<file path="src/logic/sss_map.vh">
// Purpose: constants for the sample series status logic
// Assumes: 200 MHz clock, sample ticks derived from it
// Notes: status codes are 8-bit values
`ifndef SSS_MAP_VH
`define SSS_MAP_VH
// ----------------------------------------
// common status codes
// ----------------------------------------
`define SSS_ST_OK 8'h00
`define SSS_ST_CORRUPT 8'h03
`define SSS_ST_WDOG 8'h10
`define SSS_ST_RESET 8'h11
`define SSS_ST_PARAM 8'h12
// ----------------------------------------
// parameter warning codes
// ----------------------------------------
`define SSS_PW_NONE 8'h00
`define SSS_PW_REDUCED 8'h53
`define SSS_PW_NOT_READY 8'h54
// ----------------------------------------
// sample rates and block lengths
// ----------------------------------------
`define SSS_RATE_LO 4'h2
`define SSS_RATE_HI 4'h4
`define SSS_BLK_256 12'h100
`define SSS_BLK_512 12'h200
`define SSS_BLK_1024 12'h400
`define SSS_BLK_2048 12'h800
// averaging period selector: 0..4 -> 10..50 s, 5..12 -> 1..8 min
`define SSS_AVG_STEP_S 9'h00a
`define SSS_AVG_MIN_S 9'h03c
`define SSS_AVG_SEL_MIN 4'h5
`define SSS_AVG_SEL_MAX 4'hc
// clock rate in Hz
`define SSS_CLK_HZ 200000000
`endif

</file>
<file path="src/logic/sss_series_status.v">
// Purpose: sample series tracking and status code tagging
// Assumes: settings and commands are synchronous single-clock inputs
// Notes: data values pass through; not-ready results are forced to zero
//
// Notes on behaviour
// - common status 0 when all valid, 3 when stored settings corrupt.
// - common status 16 after a software watchdog restart.
// - common status 17 after restart command or supply loss.
// - common status 18 when any output parameter is unreliable.
// - parameter warnings are 83 reduced quality and 84 not ready.
// - one common code per set; code 18 implies some parameter warning.
// - in text modes with tagging, flagged parameters get an asterisk mark.
// - wave and tide results output zero with not-ready until enough samples.
// - once ready, results recompute at each output interval from newest samples.
// - samples are appended at the selected sampling rate.
// - tide valid after averaging period times rate samples collected.
// - wave valid after block length divided by rate seconds.
// - rate is 2 Hz by default, 4 Hz with high rate enabled.
// - series cleared on power-up, restart command and relevant setting change.
// - sleep after needed points when interval exceeds acquisition time.
// - block length selects 256, 512, 1024 or 2048 samples.
// - averaging period 10 s to 50 s by 10, 1 to 8 min by 1.
`timescale 1ns/1ps
`include "sss_map.vh"
module sss_series_status #(
  parameter CLK_HZ = `SSS_CLK_HZ,
  parameter IVL_W = 16
) (
  // clock and reset
  input wire clk_i,
  input wire rst_i,
  // settings
  input wire [IVL_W-1:0] interval_s_i,
  input wire hi_rate_i,
  input wire [3:0] avg_sel_i,
  input wire tide_en_i,
  input wire wave_en_i,
  input wire spectrum_en_i,
  input wire [1:0] wave_block_length_i,
  input wire text_en_i,
  input wire text_mode_i,
  // events
  input wire restart_cmd_i,
  input wire wdog_restart_i,
  input wire supply_restart_i,
  input wire cfg_corrupt_i,
  input wire reduced_tide_i,
  input wire reduced_wave_i,
  // computed results
  input wire [31:0] tide_val_i,
  input wire [31:0] wave_val_i,
  // sampling
  output reg sample_o,
  output reg sleep_o,
  output reg [15:0] series_len_o,
  // output set
  output reg set_valid_o,
  output reg [7:0] common_st_o,
  output reg [7:0] tide_st_o,
  output reg [7:0] wave_st_o,
  output reg [31:0] tide_val_o,
  output reg [31:0] wave_val_o,
  output reg tide_mark_o,
  output reg wave_mark_o
);
  // ----------------------------------------
  // decode helpers
  // ----------------------------------------
  function [11:0] blk_len;
    input [1:0] sel;
    begin
      case (sel)
        2'd0: blk_len = `SSS_BLK_256;
        2'd1: blk_len = `SSS_BLK_512;
        2'd2: blk_len = `SSS_BLK_1024;
        default: blk_len = `SSS_BLK_2048;
      endcase
    end
  endfunction

  // averaging seconds; out of range selectors clamp to 8 min
  function [8:0] avg_secs;
    input [3:0] sel;
    reg [3:0] s;
    reg [8:0] p;
    begin
      s = (sel > `SSS_AVG_SEL_MAX) ? `SSS_AVG_SEL_MAX : sel;
      if (s < `SSS_AVG_SEL_MIN) begin
        p = {5'h0, s} + 9'h1;
        avg_secs = p * `SSS_AVG_STEP_S;
      end else begin
        p = {5'h0, s - `SSS_AVG_SEL_MIN} + 9'h1;
        avg_secs = p * `SSS_AVG_MIN_S;
      end
    end
  endfunction

  // ----------------------------------------
  // settings change and clear detect
  // ----------------------------------------
  wire [3:0] rate = hi_rate_i ? `SSS_RATE_HI : `SSS_RATE_LO;
  wire [IVL_W+9:0] cfg_now = {interval_s_i, hi_rate_i, avg_sel_i, tide_en_i,
                              spectrum_en_i, wave_en_i, wave_block_length_i};
  reg [IVL_W+9:0] cfg_q;
  reg boot_q;
  wire clear = boot_q || restart_cmd_i || (cfg_now != cfg_q);
  // required sample counts
  wire [15:0] tide_need = {7'h0, avg_secs(avg_sel_i)} * {12'h0, rate};
  wire [15:0] wave_need = {4'h0, blk_len(wave_block_length_i)};
  wire [15:0] need_t = tide_en_i ? tide_need : 16'h0;
  wire [15:0] need_w = wave_en_i ? wave_need : 16'h0;
  wire [15:0] need = (need_t > need_w) ? need_t : need_w;
  wire [IVL_W+3:0] ivl_pts = {4'h0, interval_s_i} * {{IVL_W{1'b0}}, rate};

  wire tick;
  sss_tick_gen #(.CLK_HZ(CLK_HZ)) u_tick (
    .clk_i(clk_i),
    .rst_i(rst_i),
    .hi_rate_i(hi_rate_i),
    .restart_i(clear),
    .run_i(!sleep_o),
    .tick_o(tick)
  );

  // ----------------------------------------
  // series bookkeeping
  // ----------------------------------------
  reg [IVL_W+3:0] ivl_cnt_q; // samples since last output set, plus clock cycles spent asleep
  reg ready_q; // needed points once collected
  wire full = series_len_o >= need;
  wire ivl_end = tick && (ivl_cnt_q + 1'b1 >= ivl_pts) && (ivl_pts != 0);
  // sleep only when interval is longer than the acquisition window
  // compared at one common width; the bound on the count keeps the
  // remaining-slot difference from wrapping once the count passes the end
  wire [IVL_W+19:0] ivl_x = {16'h0, ivl_pts};
  wire [IVL_W+19:0] left_x = {16'h0, ivl_pts - ivl_cnt_q};
  wire [IVL_W+19:0] need_x = {{(IVL_W+4){1'b0}}, need};
  wire long_ivl = (ivl_x > need_x) && (ivl_cnt_q < ivl_pts) && (left_x > need_x);

  always @(posedge clk_i or posedge rst_i) begin
    if (rst_i) begin
      cfg_q <= {(IVL_W+10){1'b0}};
      boot_q <= 1'b1;
      series_len_o <= 16'h0;
      ivl_cnt_q <= {(IVL_W+4){1'b0}};
      sample_o <= 1'b0;
      sleep_o <= 1'b0;
      ready_q <= 1'b0;
    end else begin
      cfg_q <= cfg_now;
      boot_q <= 1'b0;
      sample_o <= tick && !clear;
      if (clear) begin
        series_len_o <= 16'h0;
        ivl_cnt_q <= {(IVL_W+4){1'b0}};
        sleep_o <= 1'b0;
        ready_q <= 1'b0;
      end else begin
        if (tick && series_len_o != 16'hffff)
          series_len_o <= series_len_o + 16'h1;
        if (tick)
          ivl_cnt_q <= ivl_end ? {(IVL_W+4){1'b0}} : ivl_cnt_q + 1'b1;
        else if (sleep_o)
          ivl_cnt_q <= ivl_cnt_q + 1'b1; // while asleep, counts one per clock cycle, not per sample slot
        if (full)
          ready_q <= 1'b1;
        // wake only in time to gather the points for the next computation
        sleep_o <= ready_q && full && long_ivl && !ivl_end;
      end
    end
  end

  // ----------------------------------------
  // output set and status tagging
  // ----------------------------------------
  wire tide_ok = series_len_o >= tide_need;
  wire wave_ok = series_len_o >= wave_need;
  reg [7:0] t_st, w_st, c_st;
  reg cmd_rst_q; // restart command seen, held until reported
  // per parameter codes, then common with fixed priority
  always @* begin
    t_st = `SSS_PW_NONE;
    w_st = `SSS_PW_NONE;
    if (tide_en_i)
      t_st = !tide_ok ? `SSS_PW_NOT_READY :
             (reduced_tide_i ? `SSS_PW_REDUCED : `SSS_PW_NONE);
    if (wave_en_i)
      w_st = !wave_ok ? `SSS_PW_NOT_READY :
             (reduced_wave_i ? `SSS_PW_REDUCED : `SSS_PW_NONE);
    if (cfg_corrupt_i)
      c_st = `SSS_ST_CORRUPT;
    else if (wdog_restart_i)
      c_st = `SSS_ST_WDOG;
    else if (supply_restart_i || cmd_rst_q)
      c_st = `SSS_ST_RESET;
    else if (t_st != `SSS_PW_NONE || w_st != `SSS_PW_NONE)
      c_st = `SSS_ST_PARAM;
    else
      c_st = `SSS_ST_OK;
  end

  // all codes latch together at each output interval
  always @(posedge clk_i or posedge rst_i) begin
    if (rst_i) begin
      set_valid_o <= 1'b0;
      common_st_o <= `SSS_ST_OK;
      tide_st_o <= `SSS_PW_NONE;
      wave_st_o <= `SSS_PW_NONE;
      tide_val_o <= 32'h0;
      wave_val_o <= 32'h0;
      tide_mark_o <= 1'b0;
      wave_mark_o <= 1'b0;
      cmd_rst_q <= 1'b0;
    end else begin
      set_valid_o <= ivl_end && !clear;
      // the command pulse lands in a suppressed set, so hold it for the next one
      if (restart_cmd_i)
        cmd_rst_q <= 1'b1;
      else if (ivl_end && !clear)
        cmd_rst_q <= 1'b0;
      if (ivl_end && !clear) begin
        common_st_o <= c_st;
        tide_st_o <= t_st;
        wave_st_o <= w_st;
        tide_val_o <= (t_st == `SSS_PW_NOT_READY) ? 32'h0 : tide_val_i;
        wave_val_o <= (w_st == `SSS_PW_NOT_READY) ? 32'h0 : wave_val_i;
        tide_mark_o <= text_mode_i && text_en_i && (t_st != `SSS_PW_NONE);
        wave_mark_o <= text_mode_i && text_en_i && (w_st != `SSS_PW_NONE);
      end
    end
  end
endmodule

</file>
<file path="src/logic/sss_tick_gen.v">
// Purpose: sample tick generator at 2 Hz or 4 Hz
// Assumes: clock at the rate given by the map header
// Notes: restarts its count whenever the series is cleared
`timescale 1ns/1ps
`include "sss_map.vh"
module sss_tick_gen #(
  parameter CLK_HZ = `SSS_CLK_HZ
) (
  // clock and reset
  input wire clk_i,
  input wire rst_i,
  // control
  input wire hi_rate_i,
  input wire restart_i,
  input wire run_i,
  // tick
  output reg tick_o
);
  localparam [31:0] DIV_LO = CLK_HZ / `SSS_RATE_LO;
  localparam [31:0] DIV_HI = CLK_HZ / `SSS_RATE_HI;
  reg [31:0] cnt_q;
  wire [31:0] lim = hi_rate_i ? DIV_HI : DIV_LO;
  // divider; reset to zero while asleep so no tick is made
  always @(posedge clk_i or posedge rst_i) begin
    if (rst_i) begin
      cnt_q <= 32'h0;
      tick_o <= 1'b0;
    end else if (restart_i || !run_i) begin
      cnt_q <= 32'h0;
      tick_o <= 1'b0;
    end else if (cnt_q >= lim - 32'h1) begin
      cnt_q <= 32'h0;
      tick_o <= 1'b1;
    end else begin
      cnt_q <= cnt_q + 32'h1;
      tick_o <= 1'b0;
    end
  end
endmodule

</file>
<file path="config.mk">
export PLATFORM = sky130hd
export DESIGN_NAME = sss_series_status
export DESIGN_NICKNAME = d
export VERILOG_FILES = /design/src/logic/sss_series_status.v /design/src/logic/sss_tick_gen.v
export VERILOG_INCLUDE_DIRS = /design/src /design/src/logic
export SDC_FILE = /design/constraint.sdc
export NUM_CORES = 1
export LEC_CHECK = 0
export ABC_AREA = 1
export BUFFER_PORTS_ARGS = -buffer_cell sky130_fd_sc_hd__clkbuf_2
export CORE_MARGIN = 2
export CORE_UTILIZATION = 40
export CTS_CLUSTER_SIZE = 24
export DETAILED_ROUTE_END_ITERATION = 8
export PLACE_DENSITY = 0.62
export SLEW_MARGIN = 0
export SYNTH_ARGS = -nofsm -noshare
export SYNTH_HDL_FRONTEND = slang
export SYNTH_SLANG_ARGS = --single-unit
</file>
<file path="constraint.sdc">
create_clock -name clk_i -period 7.5 [get_ports clk_i]
set_input_delay 2.25 -clock clk_i [delete_from_list [all_inputs] [get_ports clk_i]]
set_output_delay 2.25 -clock clk_i [all_outputs]
set_load 0.02 [all_outputs]
</file>
==> results.md <==
| Step | Item | This run |
| --- | --- | --- |
| worst setup path | Endpoint of the worst register-to-register path | tide_val_o[20] |
| global routing | Vias in the first global route | 10.6k |
| sta | Clock skew after layout | 0.0127 ns |
| layout | Filler-free cell count of the finished design | 2165 |
| logic synthesis | Gate count after technology mapping | 1501 |
| drt | TritonRoute pass-1 iters | 5 |
| logic synthesis | Post-synthesis instance area | 0.0121 sq mm |
| worst setup path | Kind of cell adding the most delay to the critical path | simple AND/OR/NAND/NOR gates |
| worst setup path | Crit path buf inv count | 6 |
| placed design | Final weighted congestion in routability-driven placement | 0.896 |
| worst setup path | Kind of end point of the critical path | register |
| logic synthesis | Leading cell types by count after synthesis | nand2_1 (360), inv_1 (183), dfrtp_1 (175), ha_1 (116), nor2_1 (104) |
| sta | Total Neg Setup Slack | 0 ns |
| layout | Final standard cell utilization of the core | 0.501 |
| drt | Vias/cell | 4.95 |
| logic synthesis | Top flip-flop cell by instance count after synthesis | dfrtp_1 |
| drt | DRT iter0 DRCs | 614 |
| layout | Layout cell share with drive strength beyond 1 | 0.270 |
| sta | Unrepaired setup endpoints after global routing | yes |
| worst setup path | Type of origin of the critical path | input port |
| logic synthesis | Number of synthesized flops with an enable pin | 0 |
| worst setup path | Classification of the worst setup path | input port to register |
| drt | Residual DRC count | 0 |
| placed design | Detailed placer's ending HPWL | 25.6 mm |
| clock network | Reg clk slew, reported paths | 0.08 ns |
| clock network | Clk Latency, worst-skew pair | 0.44 ns |
| job | Max-cap check violation count | 0 |
| drt | WL final | 33.2 mm |
| worst setup path | Data required time of the worst path | 7.82 ns |
| sta | Final count of hold timing violations | 0 |
| clock network | CTS Buf Count | 17 |
| global routing | Maximum number of pins on one net before global-route repair | 89 |
| worst hold path | Worst Hold Path Cells | 1 |
| logic synthesis | Post-synthesis sequential area ratio | 0.364 |
| worst hold path | Worst hold path type | register to register |
| global routing | Overall track demand over capacity in global routing | 0.213 |
| clock network | Clock tree from TritonCTS | done |
| clock network | Clock tree root driver cell | clkbuf_16 |
| floorplan | Area of the core region | 0.0297 sq mm |
| clock network | H-tree levels | 4 |
| worst setup path | Source of the critical timing path | avg_sel_i[3] |
| worst setup path | Maximum fanout along the worst path | 6 |
| logic synthesis | Synthesized area per cell | 8.05 sq um |
| pwr | Overall power after layout | 2.58 mW |
| sta | Highest clock rate | 134 MHz |
| floorplan | Die Width | 178 um |
| worst hold path | Hold Path Sink | u_tick.cnt_q[0] |
| drt | Remaining antenna violation count after routing | 0 |
| worst setup path | Max incr delay on CP | 0.55 ns |
| clock network | Clk buf depth | 2 |
| logic synthesis | Cell accounting for the most synthesized area | dfrtp_1 |
| sta | Share of the clock period used by the worst path after layout | 0.998 |
| sta | Fin crit period | 7.49 ns |
| layout | Layout area overhead | 23.2% |
| run status | Outcome | completed |
| worst hold path | Start point of the worst min-delay path | u_tick.cnt_q[0] |
| floorplan | Vertical die dimension | 178 um |
| worst setup path | Library cell contributing the largest single delay on the critical path | fa_1 |
| global routing | Grt total ovfl | 0 |
| worst setup path | Data arrival time at the worst-slack endpoint | 7.81 ns |
| logic synthesis | Number of unique standard cell types used by synthesis | 59 |
| sta | Pins Over Slew Limit | 0 |
| drt | Total via count after detailed routing | 10.7k |
| logic synthesis | Top area cells in the synthesized netlist | dfrtp_1 (36%), ha_1 (12%), nand2_1 (11%) |
| drt | Wire per inst | 15.4 um |
| layout | N_diodes | 0 |
| worst setup path | Worst-case reg-to-reg path depth | 25 |
| clock network | Number of clock sinks seen by CTS | 176 |
| floorplan | Initial Util | 0.407 |
| clock network | Number of hold buffers added after CTS | 0 |
| placed design | I/O Buffers | 197 |
| sta | Relative max-transition margin | 0.233 |
| floorplan | Die Footprint | 0.0316 sq mm |
| logic synthesis | Seq cells post-synth | 176 |
| floorplan | Boundary pin count | 209 |
| pwr | Maximum VDD drop | 0.190 mV |
| placed design | Instance count after placement with tap cells included | 2121 |
| worst setup path | Worst reg-to-reg setup slack | 3.09 ns |
| pwr | Leakage Power | 7.54 nW |
| global routing | Number of antenna violations at the first check in global routing | 0 |
| worst setup path | Critical R2R Launch | ivl_cnt_q[0] |
| layout | Final #Nets | 1984 |
| logic synthesis | Most frequent cell after synthesis | nand2_1 |
| logic synthesis | Post-synthesis async set-or-reset flop share | 1.00 |
| sta | Count of endpoints failing setup in the final report | 0 |
| pwr | PD cells | 173 mW/mm^2 |
| logic synthesis | Share of the synthesized area in the top cell type | 0.362 |
| global routing | Global-route wire length before repair | 53.4 mm |
| logic synthesis | Count of warnings emitted by yosys | 0 |
| layout | Filler instances | 2857 |
| sta | Slew @ Worst Pin | 1.15 ns |
| floorplan | Floorplan row count | 63 |
[placed cells by master, fill, tap and decap left out, types with 10 or more instances in the layout]
cell type	n
a21oi_1	66
buf_4	76
clkbuf_16	17
clkbuf_2	195
conb_1	18
dfrtp_1	175
ha_1	104
ha_4	11
inv_1	174
inv_2	18
nand2_1	343
nand2_2	24
nand3_1	52
nand3_2	11
nand4_1	22
nor2_1	97
nor2_2	10
nor3_1	29
nor4_1	11
o211ai_1	10
o21ai_0	35
o21ai_1	34
o21ai_2	54
o22ai_1	11
xnor2_1	19
xor2_1	29
[worst max path at each step]
stage / to / slack, ns / depth (start not counted)
5_1_grt: sleep_o / -0.37 / 46
2_1_floorplan: sleep_o / 0.03 / 45
4_1_cts: sleep_o / 0.0007 / 43
6_report: sleep_o / 0.01 / 41
3_3_place_gp: sleep_o / -0.33 / 43
3_5_place_dp: sleep_o / -0.50 / 45
[metrics by stage]
| step | hold slack, ns | worst slack, ns | instance area [sq um] |
|---|---|---|---|
| finish | 0.455 | 0.0140 | 14900 |
| global route | 0.504 | -0.372 | 14900 |
| CTS | 0.460 | 0.000705 | 14600 |
| detailed placement | 0.449 | -0.500 | 13800 |
| global placement | 0.451 | -0.333 | 13800 |
| floorplan | 0.425 | 0.0313 | 12200 |
[per-layer routing]
layer	part of all wire	vias up	global-route usage
met5	0	-	0
met4	0.026	0	0.0710
li1	-	5450	-
met3	0.044	52	0.0411
met1	0.46	4996	0.284
met2	0.47	218	0.346
[flip-flops by register name (all words and copies together) (netlist names)]
name           cells
tide_val_o        32
u_tick.cnt_q      32
wave_val_o        32
cfg_q             26
ivl_cnt_q         20
series_len_o      16
common_st_o        3
tide_st_o          3
wave_st_o          3
boot_q             1
cmd_rst_q          1
ready_q            1
sample_o           1
set_valid_o        1
sleep_o            1
tide_mark_o        1
u_tick.tick_o      1
wave_mark_o        1
[power breakdown]
part	total, mW	internal, mW	switching [mW]
clock network	0.986	0.548	0.437
registers	0.960	0.957	0.00352
logic	0.630	0.266	0.364
total	2.58	1.77	0.805
[cell families after synthesis]
group | Yosys count | synth area share
muxes | 1 | 0.000828
adders and majority gates | 122 | 0.130
DFF | 176 | 0.364
buffers and inverters | 245 | 0.0896
and+or+nand+nor | 641 | 0.237
other | 2 | 0.000621
xor gates and xnor gates | 48 | 0.0348
AOI/OAI and AO/OA | 266 | 0.142
[worst register-to-register path, stage by stage (launching register included)]
cell	delay, ns
dfrtp_1	0.50
ha_1	0.24
nand2_1	0.09
nor2_1	0.11
nand3_1	0.12
nor2_1	0.15
nand2_1	0.08
nor2_1	0.09
inv_1	0.08
nor3_1	0.40
nand2_1	0.13
nor2_1	0.11
nor2_1	0.07
ha_1	0.29
inv_1	0.06
nor3_1	0.17
nand2_1	0.08
nand2_1	0.08
nand3_1	0.07
nand2_1	0.07
nand2_1	0.06
nand2_2	0.10
nand3_4	0.43
buf_12	0.44
nand2_1	0.21
o21ai_2	0.06
[area by class of cell]
| type | instances | area, sq um | share of cell area |
|---|---|---|---|
| repair buffers | 276 | 1620 | 0.109 |
| multi-input cells | 1096 | 6990 | 0.469 |
| clock inverters | 13 | 195 | 0.0131 |
| clock buffers | 19 | 443 | 0.0298 |
| flip-flops and latches | 176 | 4410 | 0.296 |
| well taps | 390 | 488 | 0.0328 |
| inverters | 195 | 742 | 0.0498 |
[repair_timing]
item / in CTS / in global routing
cloned: 0 / 0
endpoints found under the setup margin: 1 / 2
resized for setup: 19 / 60
endpoints found under the hold margin: 0 / 0
pin swaps: 24 / 53
buffers inserted: 4 / 8
No activity file was read; power rests on OpenSTA's default activity.
